===== src/mts_cfg.svh =====
// Constants for the transmit client stream sink
// Functional notes
// - Data bus is 256 bits (40G) or 512 bits (100G), n 64-bit words.
// - Interface clock is 312.5 MHz (40G) or 390.625 MHz (100G).
// - Word count n is 4 or 8; empty field is log2(8*n) bits.
// - Sink has ready latency zero: beat taken in cycle ready is high.
// - Valid qualifies data, empty, start, end and error.
// - With preamble pass-through the client supplies preamble; MAC adds none.
// - Error asserted in end beat makes the MAC corrupt that packet.
// - In loopback an error-inserted packet returns classified as malformed.
// - All client signals are synchronous to the single TX MAC clock.
// - Corruption is a 66-bit block of eight error control characters.
`ifndef MTS_CFG_SVH
`define MTS_CFG_SVH

// Variant: 40G build
`define MTS_N_WORDS        4
`define MTS_DATA_W         256
`define MTS_EMPTY_W        5
`define MTS_BEAT_BYTES     6'h20
`define MTS_TXMAC_FREQ_KHZ 312500
`define MTS_MIN_FRAME      16'h0009
`define MTS_PREAMBLE_BYTES 16'h0008
`define MTS_CNT_W          32

// Error block pieces
`define MTS_BLK_SYNC       2'h2
`define MTS_BLK_TYPE       8'h1E
`define MTS_CTL_ERR        7'h1E
`define MTS_DATA_ERR       8'hFE

// Register byte offsets
`define MTS_OFF_CTRL       8'h00
`define MTS_OFF_STATUS     8'h04
`define MTS_OFF_PKT_CNT    8'h08
`define MTS_OFF_ERR_CNT    8'h0C
`define MTS_OFF_MAL_CNT    8'h10

// Control bits
`define MTS_CTRL_ENABLE    0
`define MTS_CTRL_PREAMBLE  1
`define MTS_CTRL_LOOPBACK  2
`define MTS_CTRL_RESET     3'h0

// Status bits
`define MTS_ST_LANES       0
`define MTS_ST_IN_PKT      1
`define MTS_ST_GAP_ERR     2
`define MTS_ST_SHORT_ERR   3

`endif


===== src/mts_pkg.sv =====
// Types for the transmit client stream sink
`include "mts_cfg.svh"
package mts_pkg;

  // One client beat
  typedef struct packed {
    logic [`MTS_DATA_W-1:0]  data;
    logic [`MTS_EMPTY_W-1:0] empty;
    logic                    sop;
    logic                    eop;
    logic                    error;
  } mts_beat_type;

  // One beat toward the framing logic
  typedef struct packed {
    logic [`MTS_DATA_W-1:0]  data;
    logic [`MTS_EMPTY_W-1:0] empty;
    logic                    sop;
    logic                    eop;
    logic                    add_preamble;
    logic                    corrupt;
  } mts_link_type;

  // Packet tracking state
  typedef enum logic [0:0] {
    MTS_IDLE,
    MTS_IN_PKT
  } mts_state_type;

endpackage : mts_pkg


===== src/mts_tx_sink.sv =====
// Transmit client stream sink with APB control and status
//
// Implementation choices: the register addresses and register access over APB.
`timescale 1ns/100ps
`include "mts_cfg.svh"
module mts_tx_sink (
  // Clock and reset
  input  wire logic                 ref_clk,
  input  wire logic                 resetn,
  // APB slave
  input  wire logic                 psel,
  input  wire logic                 penable,
  input  wire logic                 pwrite,
  input  wire logic [7:0]           paddr,
  input  wire logic [31:0]          pwdata,
  output logic                      pready,
  output logic [31:0]               prdata,
  output logic                      pslverr,
  // Client stream
  input  wire mts_pkg::mts_beat_type tx_beat,
  input  wire logic                 tx_valid,
  output logic                      tx_ready,
  // Framing side
  input  wire logic                 lanes_stable,
  input  wire logic                 link_ready,
  output mts_pkg::mts_link_type     link_beat,
  output logic                      link_valid,
  output logic [65:0]               error_block_pattern,
  output logic                      lb_malformed
);

  // State
  logic [2:0]                ctrl_reg;
  logic                      gap_err_reg;
  logic                      short_err_reg;
  logic [`MTS_CNT_W-1:0]     pkt_cnt_reg;
  logic [`MTS_CNT_W-1:0]     err_cnt_reg;
  logic [`MTS_CNT_W-1:0]     mal_cnt_reg;
  logic [15:0]               bytes_reg;
  mts_pkg::mts_state_type    state_reg;
  mts_pkg::mts_state_type    state_next;
  logic                      ready_reg;
  mts_pkg::mts_link_type     link_reg;
  logic                      link_valid_reg;
  logic [65:0]               eblock_reg;
  logic                      lb_mal_reg;
  logic                      pready_reg;
  logic [31:0]               prdata_reg;
  logic                      pslverr_reg;

  // Transfer qualification
  wire logic                 accept;
  wire logic                 in_pkt;
  wire logic                 gap_seen;
  wire logic [15:0]          frame_bytes;
  wire logic                 short_seen;
  wire logic                 corrupt;
  wire logic                 ready_next;

  assign accept     = tx_valid & ready_reg;
  assign in_pkt     = (state_reg == mts_pkg::MTS_IN_PKT);
  assign gap_seen   = in_pkt & ~tx_valid;
  assign corrupt    = accept & tx_beat.eop & tx_beat.error;
  assign ready_next = ctrl_reg[`MTS_CTRL_ENABLE] & lanes_stable & link_ready;

  // Frame length at end beat, preamble excluded when passed through
  assign frame_bytes = (tx_beat.sop ? 16'h0000 : bytes_reg)
                     + {10'h000, `MTS_BEAT_BYTES}
                     - {11'h000, tx_beat.empty}
                     - (ctrl_reg[`MTS_CTRL_PREAMBLE] ? `MTS_PREAMBLE_BYTES : 16'h0000);
  assign short_seen  = accept & tx_beat.eop & (frame_bytes < `MTS_MIN_FRAME);

  // Packet tracking; sop and eop in one beat leaves the tracker idle
  always_comb begin
    state_next = state_reg;
    unique case (state_reg)
      mts_pkg::MTS_IDLE: begin
        if (accept & tx_beat.sop & ~tx_beat.eop) begin
          state_next = mts_pkg::MTS_IN_PKT;
        end
      end
      mts_pkg::MTS_IN_PKT: begin
        if (accept & tx_beat.eop) begin
          state_next = mts_pkg::MTS_IDLE;
        end
      end
    endcase
  end

  // Error block: sync header, type, eight error characters
  wire logic [65:0] eblock_word;
  wire logic [`MTS_DATA_W-1:0] link_data;
  assign eblock_word[1:0] = `MTS_BLK_SYNC;
  assign eblock_word[9:2] = `MTS_BLK_TYPE;
  genvar gi;
  generate
    for (gi = 0; gi < 8; gi++) begin : g_echar
      assign eblock_word[10+7*gi +: 7] = `MTS_CTL_ERR;
    end
    for (gi = 0; gi < `MTS_N_WORDS; gi++) begin : g_word
      // Every word of a corrupted end beat is overwritten
      assign link_data[64*gi +: 64] = corrupt ? {8{`MTS_DATA_ERR}}
                                              : tx_beat.data[64*gi +: 64];
    end
  endgenerate

  // Sink handshake and packet state
  always_ff @(posedge ref_clk or negedge resetn) begin
    if (!resetn) begin
      state_reg <= mts_pkg::MTS_IDLE;
      ready_reg <= 1'b0;
      bytes_reg <= 16'h0000;
    end else begin
      state_reg <= state_next;
      ready_reg <= ready_next;
      if (accept) begin
        bytes_reg <= tx_beat.sop ? {10'h000, `MTS_BEAT_BYTES}
                                 : bytes_reg + {10'h000, `MTS_BEAT_BYTES};
      end
    end
  end

  // Beat forwarding, qualified by valid
  always_ff @(posedge ref_clk or negedge resetn) begin
    if (!resetn) begin
      link_reg       <= '0;
      link_valid_reg <= 1'b0;
      eblock_reg     <= 66'h0;
    end else begin
      link_valid_reg <= accept;
      if (accept) begin
        link_reg.data         <= link_data;
        link_reg.empty        <= tx_beat.empty;
        link_reg.sop          <= tx_beat.sop;
        link_reg.eop          <= tx_beat.eop;
        link_reg.add_preamble <= tx_beat.sop & ~ctrl_reg[`MTS_CTRL_PREAMBLE];
        link_reg.corrupt      <= corrupt;
      end
      eblock_reg <= eblock_word;
    end
  end

  // Loopback return of an errored packet
  always_ff @(posedge ref_clk or negedge resetn) begin
    if (!resetn) begin
      lb_mal_reg <= 1'b0;
    end else begin
      lb_mal_reg <= corrupt & ctrl_reg[`MTS_CTRL_LOOPBACK];
    end
  end

  // APB decode
  wire logic       apb_access;
  wire logic       apb_done;
  wire logic       hit_ctrl;
  wire logic       hit_status;
  wire logic       hit_pkt;
  wire logic       hit_err;
  wire logic       hit_mal;
  wire logic       mapped;
  wire logic       wr_done;
  wire logic [31:0] rd_mux;
  wire logic       gap_clr;
  wire logic       short_clr;

  assign apb_access = psel & penable & ~pready_reg;
  assign apb_done   = psel & penable & pready_reg;
  assign hit_ctrl   = (paddr == `MTS_OFF_CTRL);
  assign hit_status = (paddr == `MTS_OFF_STATUS);
  assign hit_pkt    = (paddr == `MTS_OFF_PKT_CNT);
  assign hit_err    = (paddr == `MTS_OFF_ERR_CNT);
  assign hit_mal    = (paddr == `MTS_OFF_MAL_CNT);
  assign mapped     = hit_ctrl | hit_status | hit_pkt | hit_err | hit_mal;
  assign wr_done    = apb_done & pwrite;
  assign gap_clr    = wr_done & hit_status & pwdata[`MTS_ST_GAP_ERR];
  assign short_clr  = wr_done & hit_status & pwdata[`MTS_ST_SHORT_ERR];
  assign rd_mux     = hit_ctrl   ? {29'h0, ctrl_reg} :
                      hit_status ? {28'h0, short_err_reg, gap_err_reg, in_pkt, lanes_stable} :
                      hit_pkt    ? pkt_cnt_reg :
                      hit_err    ? err_cnt_reg :
                      hit_mal    ? mal_cnt_reg : 32'h0;

  // APB answer: one wait state, error on unmapped address
  always_ff @(posedge ref_clk or negedge resetn) begin
    if (!resetn) begin
      pready_reg  <= 1'b0;
      prdata_reg  <= 32'h0;
      pslverr_reg <= 1'b0;
    end else begin
      pready_reg  <= apb_access;
      pslverr_reg <= apb_access & ~mapped;
      if (apb_access & ~pwrite) begin
        prdata_reg <= rd_mux;
      end
    end
  end

  // Control register and sticky protocol flags; set beats clear
  always_ff @(posedge ref_clk or negedge resetn) begin
    if (!resetn) begin
      ctrl_reg      <= `MTS_CTRL_RESET;
      gap_err_reg   <= 1'b0;
      short_err_reg <= 1'b0;
    end else begin
      if (wr_done & hit_ctrl) begin
        ctrl_reg <= pwdata[2:0];
      end
      gap_err_reg   <= gap_seen | (gap_err_reg & ~gap_clr);
      short_err_reg <= short_seen | (short_err_reg & ~short_clr);
    end
  end

  // Packet counters
  always_ff @(posedge ref_clk or negedge resetn) begin
    if (!resetn) begin
      pkt_cnt_reg <= '0;
      err_cnt_reg <= '0;
      mal_cnt_reg <= '0;
    end else begin
      if (accept & tx_beat.eop) begin
        pkt_cnt_reg <= pkt_cnt_reg + 1'b1;
      end
      if (corrupt) begin
        err_cnt_reg <= err_cnt_reg + 1'b1;
      end
      if (lb_mal_reg) begin
        mal_cnt_reg <= mal_cnt_reg + 1'b1;
      end
    end
  end

  // Outputs straight from flip-flops
  assign tx_ready            = ready_reg;
  assign link_beat           = link_reg;
  assign link_valid          = link_valid_reg;
  assign error_block_pattern = eblock_reg;
  assign lb_malformed        = lb_mal_reg;
  assign pready              = pready_reg;
  assign prdata              = prdata_reg;
  assign pslverr             = pslverr_reg;

endmodule : mts_tx_sink


===== config.mk =====
export PLATFORM = sky130hd
export DESIGN_NAME = mts_tx_sink
export DESIGN_NICKNAME = d
export VERILOG_FILES = /design/src/mts_pkg.sv /design/src/mts_tx_sink.sv
export VERILOG_INCLUDE_DIRS = /design/src
export SDC_FILE = /design/constraint.sdc
export NUM_CORES = 1
export LEC_CHECK = 0
export BUFFER_PORTS_ARGS = -buffer_cell sky130_fd_sc_hd__buf_2
export CORE_AREA = 4 4 261 263
export CTS_CLUSTER_DIAMETER = 50
export DETAILED_ROUTE_END_ITERATION = 10
export DIE_AREA = 0 0 265 267
export GPL_TIMING_DRIVEN = 1
export SETUP_SLACK_MARGIN = 0.2
export SLEW_MARGIN = 20
export SYNTH_ARGS = -nofsm -noshare
export SYNTH_HDL_FRONTEND = slang
export SYNTH_SLANG_ARGS = --single-unit
export TNS_END_PERCENT = 50

===== constraint.sdc =====
create_clock -name ref_clk -period 6.8 [get_ports ref_clk]
set_clock_uncertainty 0.1 [all_clocks]
set_input_delay 1.36 -clock ref_clk [delete_from_list [all_inputs] [get_ports ref_clk]]
set_output_delay 1.36 -clock ref_clk [all_outputs]
set_load 0.01 [all_outputs]

==> summary.txt, run 1 <==
Clock network
  • CTS H-Tree Depth: 2
  • Clk Latency, worst-skew pair: 0.60 ns
  • Hold buffer count at cts: 0
  • Reg clk slew, reported paths: 0.05 ns
  • TritonCTS buffer count: 54
  • Post CTS Setup Buffer Count: 0
  • CTS tree: done
  • Max clock buf depth: 3
  • Clk sink count: 416
  • Post-CTS Resized: 0
  • Clk root buf: clkbuf_16

Critical path
  • R2R Path End: short_err_reg
  • Slowest cell delay on critical path: 0.53 ns
  • Reg2reg path depth: 10
  • Worst R2R Setup Slack: between 3 and 4 ns
  • CP Class: primary input to flip-flop
  • Crit-path cells: buf_2 > fa_1 > inv_1 > ha_1 > ha_1 > a211oi_1 > o21ba_1 > o211ai_1 > a2111oi_0 > o2111ai_1 > o31ai_1
  • Reg2reg start: ctrl_reg[1]
  • Arrival @ worst endpoint: between 4 and 5 ns
  • Critical path startpoint: tx_beat[6]
  • Crit-path max FO: 4
  • Worst path required time: roughly 7 ns
  • Critical Path End Type: flip-flop
  • Cell mode on critical path: ha_1
  • Startpoint types: primary input
  • Setup crit end: short_err_reg
  • Worst path slowest cell: fa_1

Logic synthesis
  • Mean Syn Cell Area: 9.55 sq um
  • Cell variety after synth: 75
  • Seq cells post-synth: 416
  • Post-synth EDFFs: 0
  • Cells after Synth: 2009
  • Synth Flop Type: dfrtp_1
  • FFs w/ async S/R, synth: 1.00
  • Synth Warn #: 0
  • Part of the Yosys area used for sequential elements: 0.543
  • Mapped Area: 19200 sq um

Route
  • Wire per inst: 18.6 um
  • DRT Pass-1 Iters: 5
  • Iter 0 DRT Violations: approximately 1100
  • Via-per-instance ratio: 4.66
  • DRT antenna net count: 0
  • DRC Markers: 0
  • WL final: 64.8 mm
  • Vias: 16200

Power
  • Pint: 4.43 mW
  • Clk pwr share: 0.506
  • Psw: 1.42 mW
  • Combinational Power Share: 0.060
  • P_leak: 13.6 nW
  • Worst vdd ir: 183 uV
  • Final Power: between 5 and 6 mW
  • Flop pwr share: 0.433
  • Sw frac: 0.243
  • Pwr/cell area: about 240 nW/um^2

Place
  • Post-placement cell area: 22700 sq um
  • GPL Wtd Cong: 0.860
  • Hpwl dp: roughly 46 mm
  • Port Buf Inserts: between 600 and 700
  • Pre-CTS setup slack: roughly 2.4 ns
  • Cells after DPL: 3367

Floorplanning
  • Core Rows: 94
  • Chip height: 267 um
  • DIE WIDTH: 265 um
  • Ports: 680
  • Starting Density: 0.292
  • Total die area: 70800 sq um
  • Core area: 65600 sq um

Cells and area
  • Util after Layout: 0.375
  • Synthesis-to-layout area growth: 28.3%
  • Final Instance Area: roughly 25000 sq um
  • Number of flip-flops in the largest register: between 200 and 300
  • Share of layout cells above drive strength 1: 0.325
  • Post-Layout Cell Count: 3480
  • Most frequent cells in the layout: 621 x buf_2, 615 x nand2_1, 416 x dfrtp_1, 257 x nand3_1, 73 x xnor2_1
  • Final net count: 2897
  • Commonest non-fill, non-tap cell in the layout: buf_2

Global route
  • Global-route wire length before repair: 96.4 mm
  • Largest net degree at the start of global routing: 214
  • Global Route Usage Sum: 0.174
  • GR Overflow Total: 0
  • Antenna violations before repair: 31
  • Vias in the first global route: 15900

Hold path
  • Hold_sp: err_cnt_reg[31]
  • HP Class: flip-flop to flip-flop
  • Hold path cells: 1

STA
  • Setup TNS: 0 ns
  • Unrepaired setup endpoints after global routing: false
  • Final hold slack: 0.371 ns
  • Final Setup Violations: 0
  • Worst-Margin Slew: 1.19 ns
  • Peak Freq: about 260 MHz
  • Final hold vios: 0
  • Crit share post-route: 0.558
  • Worst slew margin: 0.206
  • Post-route setup slack: 3.00 ns
  • Pins Over Slew Limit: 0
  • Min Tclk post-route: 3.80 ns

Run status
  • Status: finished, final reports clean

Run
  • Max_cap viols: 0
==> logic make-up (layout without fill, tap and decap cells) <==
kind of cell,count (synthesis),after routing,synth area share
fa+ha+maj,26,26,0.0181
buf+inv,200,762,0.0570
compound gates,160,160,0.0645
simple gates,1074,1074,0.253
other cells,2,47,0.000392
xor+xnor,103,103,0.0470
mux,28,28,0.0169
flops,416,416,0.543
==> power by group through the flow <==
stage          Clock [mW]  Sequential [mW]  Combinational (mW)
2_1_floorplan           0             2.60               0.148
3_3_place_gp            0             2.58               0.356
3_5_place_dp            0             2.58               0.358
4_1_cts              3.03             2.54               0.360
5_1_grt              3.14             2.54               0.396
6_report             2.96             2.54               0.352
==> cell type report <==
cell class,instances,area [sq um]
timing repair buffer,636,3280
multi-input combinational,1426,7830
clock inverter,31,348
antenna,12,30.0
tap,864,1080
sequential,416,10400
inverter,25,101
clock buffer,70,1530
fill,6792,41000
==> per-layer routing <==
metal  routed length (um)  global-route usage  share of wire
met5                   57                   0        0.00088
met4                 1950              0.0577          0.030
met3                 5100              0.0554          0.079
met2                31600               0.286           0.49
met1                26100               0.217           0.40
==> worst min path at each step <==
stage	endpoint	slack (ns)
3_5_place_dp	link_beat[7]	0.36
2_1_floorplan	pkt_cnt_reg[31]	0.34
4_1_cts	pkt_cnt_reg[31]	0.37
5_1_grt	prdata[12]	0.39
6_report	err_cnt_reg[31]	0.37
3_3_place_gp	link_beat[1]	0.35
==> synth_stat cells, drive strengths merged, types with 8 or more instances <==
library cell / number / area share
a221oi: 20 / 0.015
xor2: 30 / 0.014
nor2: 70 / 0.016
nand2b: 21 / 0.0072
o21ai: 36 / 0.013
a21oi: 51 / 0.013
nand3: 258 / 0.067
xnor2: 73 / 0.033
dfrtp: 416 / 0.54
nand4: 24 / 0.0085
inv: 24 / 0.0047
mux2: 26 / 0.016
ha: 23 / 0.015
and4: 10 / 0.0046
a21o: 8 / 0.0031
and3: 29 / 0.0095
buf: 90 / 0.034
nand2: 617 / 0.12
nor3: 13 / 0.0059
a22o: 9 / 0.0047
clkbuf: 84 / 0.017
and2: 8 / 0.0026
==> worst max-delay path: cells and delay by family <==
kind	cells	cell delay, ns
compound gates	6	1.52
fa+ha+maj	3	1.15
buf+inv	2	0.16
Note: power is estimated with default switching activity, not from simulation.
==> inputs of run 2 (changes only) <==
--- a/config.mk
+++ b/config.mk
@@ -7,10 +7,10 @@
 export NUM_CORES = 1
 export LEC_CHECK = 0
 export BUFFER_PORTS_ARGS = -buffer_cell sky130_fd_sc_hd__buf_2
-export CORE_AREA = 4 4 261 263
+export CORE_AREA = 4 4 264 266
 export CTS_CLUSTER_DIAMETER = 50
 export DETAILED_ROUTE_END_ITERATION = 10
-export DIE_AREA = 0 0 265 267
+export DIE_AREA = 0 0 268 270
 export GPL_TIMING_DRIVEN = 1
 export SETUP_SLACK_MARGIN = 0.2
 export SLEW_MARGIN = 20
==> constraint.sdc (replaced) <==
create_clock -name ref_clk -period 3.19 [get_ports ref_clk]
set_clock_uncertainty 0.1 [all_clocks]
set_input_delay 0.638 -clock ref_clk [delete_from_list [all_inputs] [get_ports ref_clk]]
set_output_delay 0.638 -clock ref_clk [all_outputs]
set_load 0.01 [all_outputs]
==> run 2 against run 1 <==
Compared with the run above:
- sequential share of layout area fell by 0.87 points
- via count fell by 1.5%
- power rose by 120%
- cell count rose by 1.2%
- clock power rose by 120%
- cell area rose by 2.1%
- wire length fell by 8.8%
- global-route usage fell by 1.5 points
- register-to-register slack got worse by 3.2 ns
- combinational power rose by 130%
==> summary.txt, run 2 (same netlist as run 1, synthesis figures left out) <==
STA
  • Unrepaired setup endpoints after global routing: true
  • Final Setup Violations: 0
  • Peak Freq: 342 MHz
  • Final hold vios: 0
  • Pins Over Slew Limit: 0
  • Worst slew margin: 0.284
  • Post-route setup slack: 0.264 ns
  • Min Tclk post-route: 2.93 ns
  • Crit share post-route: 0.917
  • Worst-Margin Slew: 1.07 ns

Hold path
  • HP Class: primary input to flip-flop
  • Hold_sp: tx_beat[157]
  • Hold path cells: 3
  • Hold EP: link_beat[158]

Critical path
  • Reg2reg path depth: 10
  • Worst path required time: 3.58 ns
  • Slowest cell delay on critical path: 0.53 ns
  • Worst Path Buf+Inv: 1
  • Worst path slowest cell: fa_1
  • Arrival @ worst endpoint: 3.32 ns
  • CP Class: flip-flop to flip-flop
  • Crit-path max FO: 3
  • Startpoint types: flip-flop
  • Critical Path End Type: flip-flop
  • Reg2reg start: ctrl_reg[1]
  • R2R Path End: short_err_reg
  • Cell family with most CP delay: adder cells
  • Cell mode on critical path: nand3_2
  • Worst R2R Setup Slack: 0.26 ns
  • Crit-path cells: fa_1 > inv_2 > ha_4 > fa_2 > nand3_2 > a21o_1 > nand3_2 > a2111oi_4 > o2111ai_1 > o31ai_2

Place
  • Post-placement cell area: 23100 sq um
  • Pre-CTS setup slack: -0.222 ns
  • Port Buf Inserts: 622
  • Hpwl dp: roughly 43 mm
  • GPL Wtd Cong: 0.859

Clock network
  • Clk root buf: clkbuf_16
  • TritonCTS buffer count: between 50 and 60
  • Clk sink count: around 420
  • CTS tree: done
  • Clk Latency, worst-skew pair: 0.59 ns
  • CTS H-Tree Depth: 2
  • Reg clk slew, reported paths: 0.06 ns
  • Max clock buf depth: 3

Cells and area
  • Synthesis-to-layout area growth: 31.0%
  • Layout fillers: between 6000 and 7000
  • Commonest non-fill, non-tap cell in the layout: buf_2
  • Share of layout cells above drive strength 1: 0.339
  • Most frequent cells in the layout: 621 x buf_2, 615 x nand2_1, 416 x dfrtp_1, 255 x nand3_1, 73 x xnor2_1
  • Number of flip-flops in the largest register: 265
  • Reg area: between 10000 and 15000 sq um
  • Final Instance Area: around 25000 sq um
  • Final net count: 2931
  • Footprint of the multi-input gates: 7940 sq um

Route
  • DRT antenna net count: 0
  • WL final: just under 60 mm
  • Vias: 16000
  • Via-per-instance ratio: 4.54
  • DRT Pass-1 Iters: 5
  • DRC Markers: 0
  • Wire per inst: 16.8 um
  • Iter 0 DRT Violations: 800

Global route
  • GR Overflow Total: 0
  • Global-route wire length before repair: 92.3 mm
  • Global Route Usage Sum: 0.158
  • Largest net degree at the start of global routing: 179
  • Antenna violations before repair: 14
  • Vias in the first global route: 16000

Power
  • P_leak: 13.9 nW
  • Worst vdd ir: 373 uV
  • Pwr/cell area: 506 nW/um^2

Run
  • Max_cap viols: 0

Floorplanning
  • Core area: roughly 67000 sq um
  • Starting Density: 0.286
  • Total die area: 72400 sq um
  • DIE WIDTH: 268 um
  • Ports: 680
  • Chip height: around 270 um
  • Core Rows: 95

Run status
  • Status: finished, final reports clean
-- run 2: timing repair --
item / CTS / global route
buffers inserted: 0 / 0
endpoints found under the setup margin: 1 / 1
gates resized for setup: 3 / 8
pin swaps: 6 / 5
hold buffers: 1 / 0
hold endpoints to repair: 56 / 0
-- run 2: worst register-to-register path, cell delays in order, from the launching register on --
cell and delay (ns):
dfrtp_1 0.39, fa_1 0.53, inv_2 0.05, ha_4 0.23, fa_2 0.36, nand3_2 0.11, a21o_1 0.22, nand3_2 0.13
a2111oi_4 0.30, o2111ai_1 0.17, o31ai_2 0.23
-- run 2: where the power goes --
part           total [mW]  internal (mW)  leakage, nW  switching (mW)
sequential           5.41           5.36         5.76          0.0450
combinational       0.810          0.358         7.12           0.453
clock                6.50           3.92        0.964            2.58
-- run 2: worst max-delay path by stage --
| stage | startpoint | to | slack (ns) | cells after the start |
|---|---|---|---|---|
| 2_1_floorplan | tx_beat[3] | short_err_reg | 0.24 | 10 |
| 4_1_cts | ctrl_reg[1] | short_err_reg | 0.14 | 9 |
| 3_3_place_gp | tx_beat[6] | short_err_reg | -0.22 | 10 |
| 5_1_grt | ctrl_reg[1] | short_err_reg | 0.18 | 10 |
| 3_5_place_dp | tx_beat[6] | short_err_reg | -0.22 | 10 |
| 6_report | ctrl_reg[1] | short_err_reg | 0.26 | 10 |
-- run 2: per-stage QoR --
step                power, mW  utilization  setup TNS (ns)  hold slack (ns)  cells
finish                   12.7        0.375               0            0.149   3521
global placement         6.30        0.344          -0.221            0.352   3405
global route             13.3        0.375               0            0.103   3521
detailed placement       6.31        0.344          -0.222            0.362   3405
CTS                      12.9        0.374               0           0.0938   3514
floorplan                5.87            -               0            0.242   2042
-- run 2: cell type report --
cell class / instances / share of cell area
clock buffers: 72 / 0.0630
inverters: 25 / 0.00403
repair buffers: 666 / 0.143
flip-flops and latches: 416 / 0.414
diodes: 7 / 0.000697
clock inverters: 36 / 0.0156
well taps: 873 / 0.0435
multi-input cells: 1426 / 0.316
-- run 2: routing by layer --
metal	share of wire	vias up	track usage
met5	0	-	0
met4	0.024	0	0.0441
met3	0.068	97	0.0450
met2	0.51	452	0.278
met1	0.40	7638	0.190
li1	-	7782	-
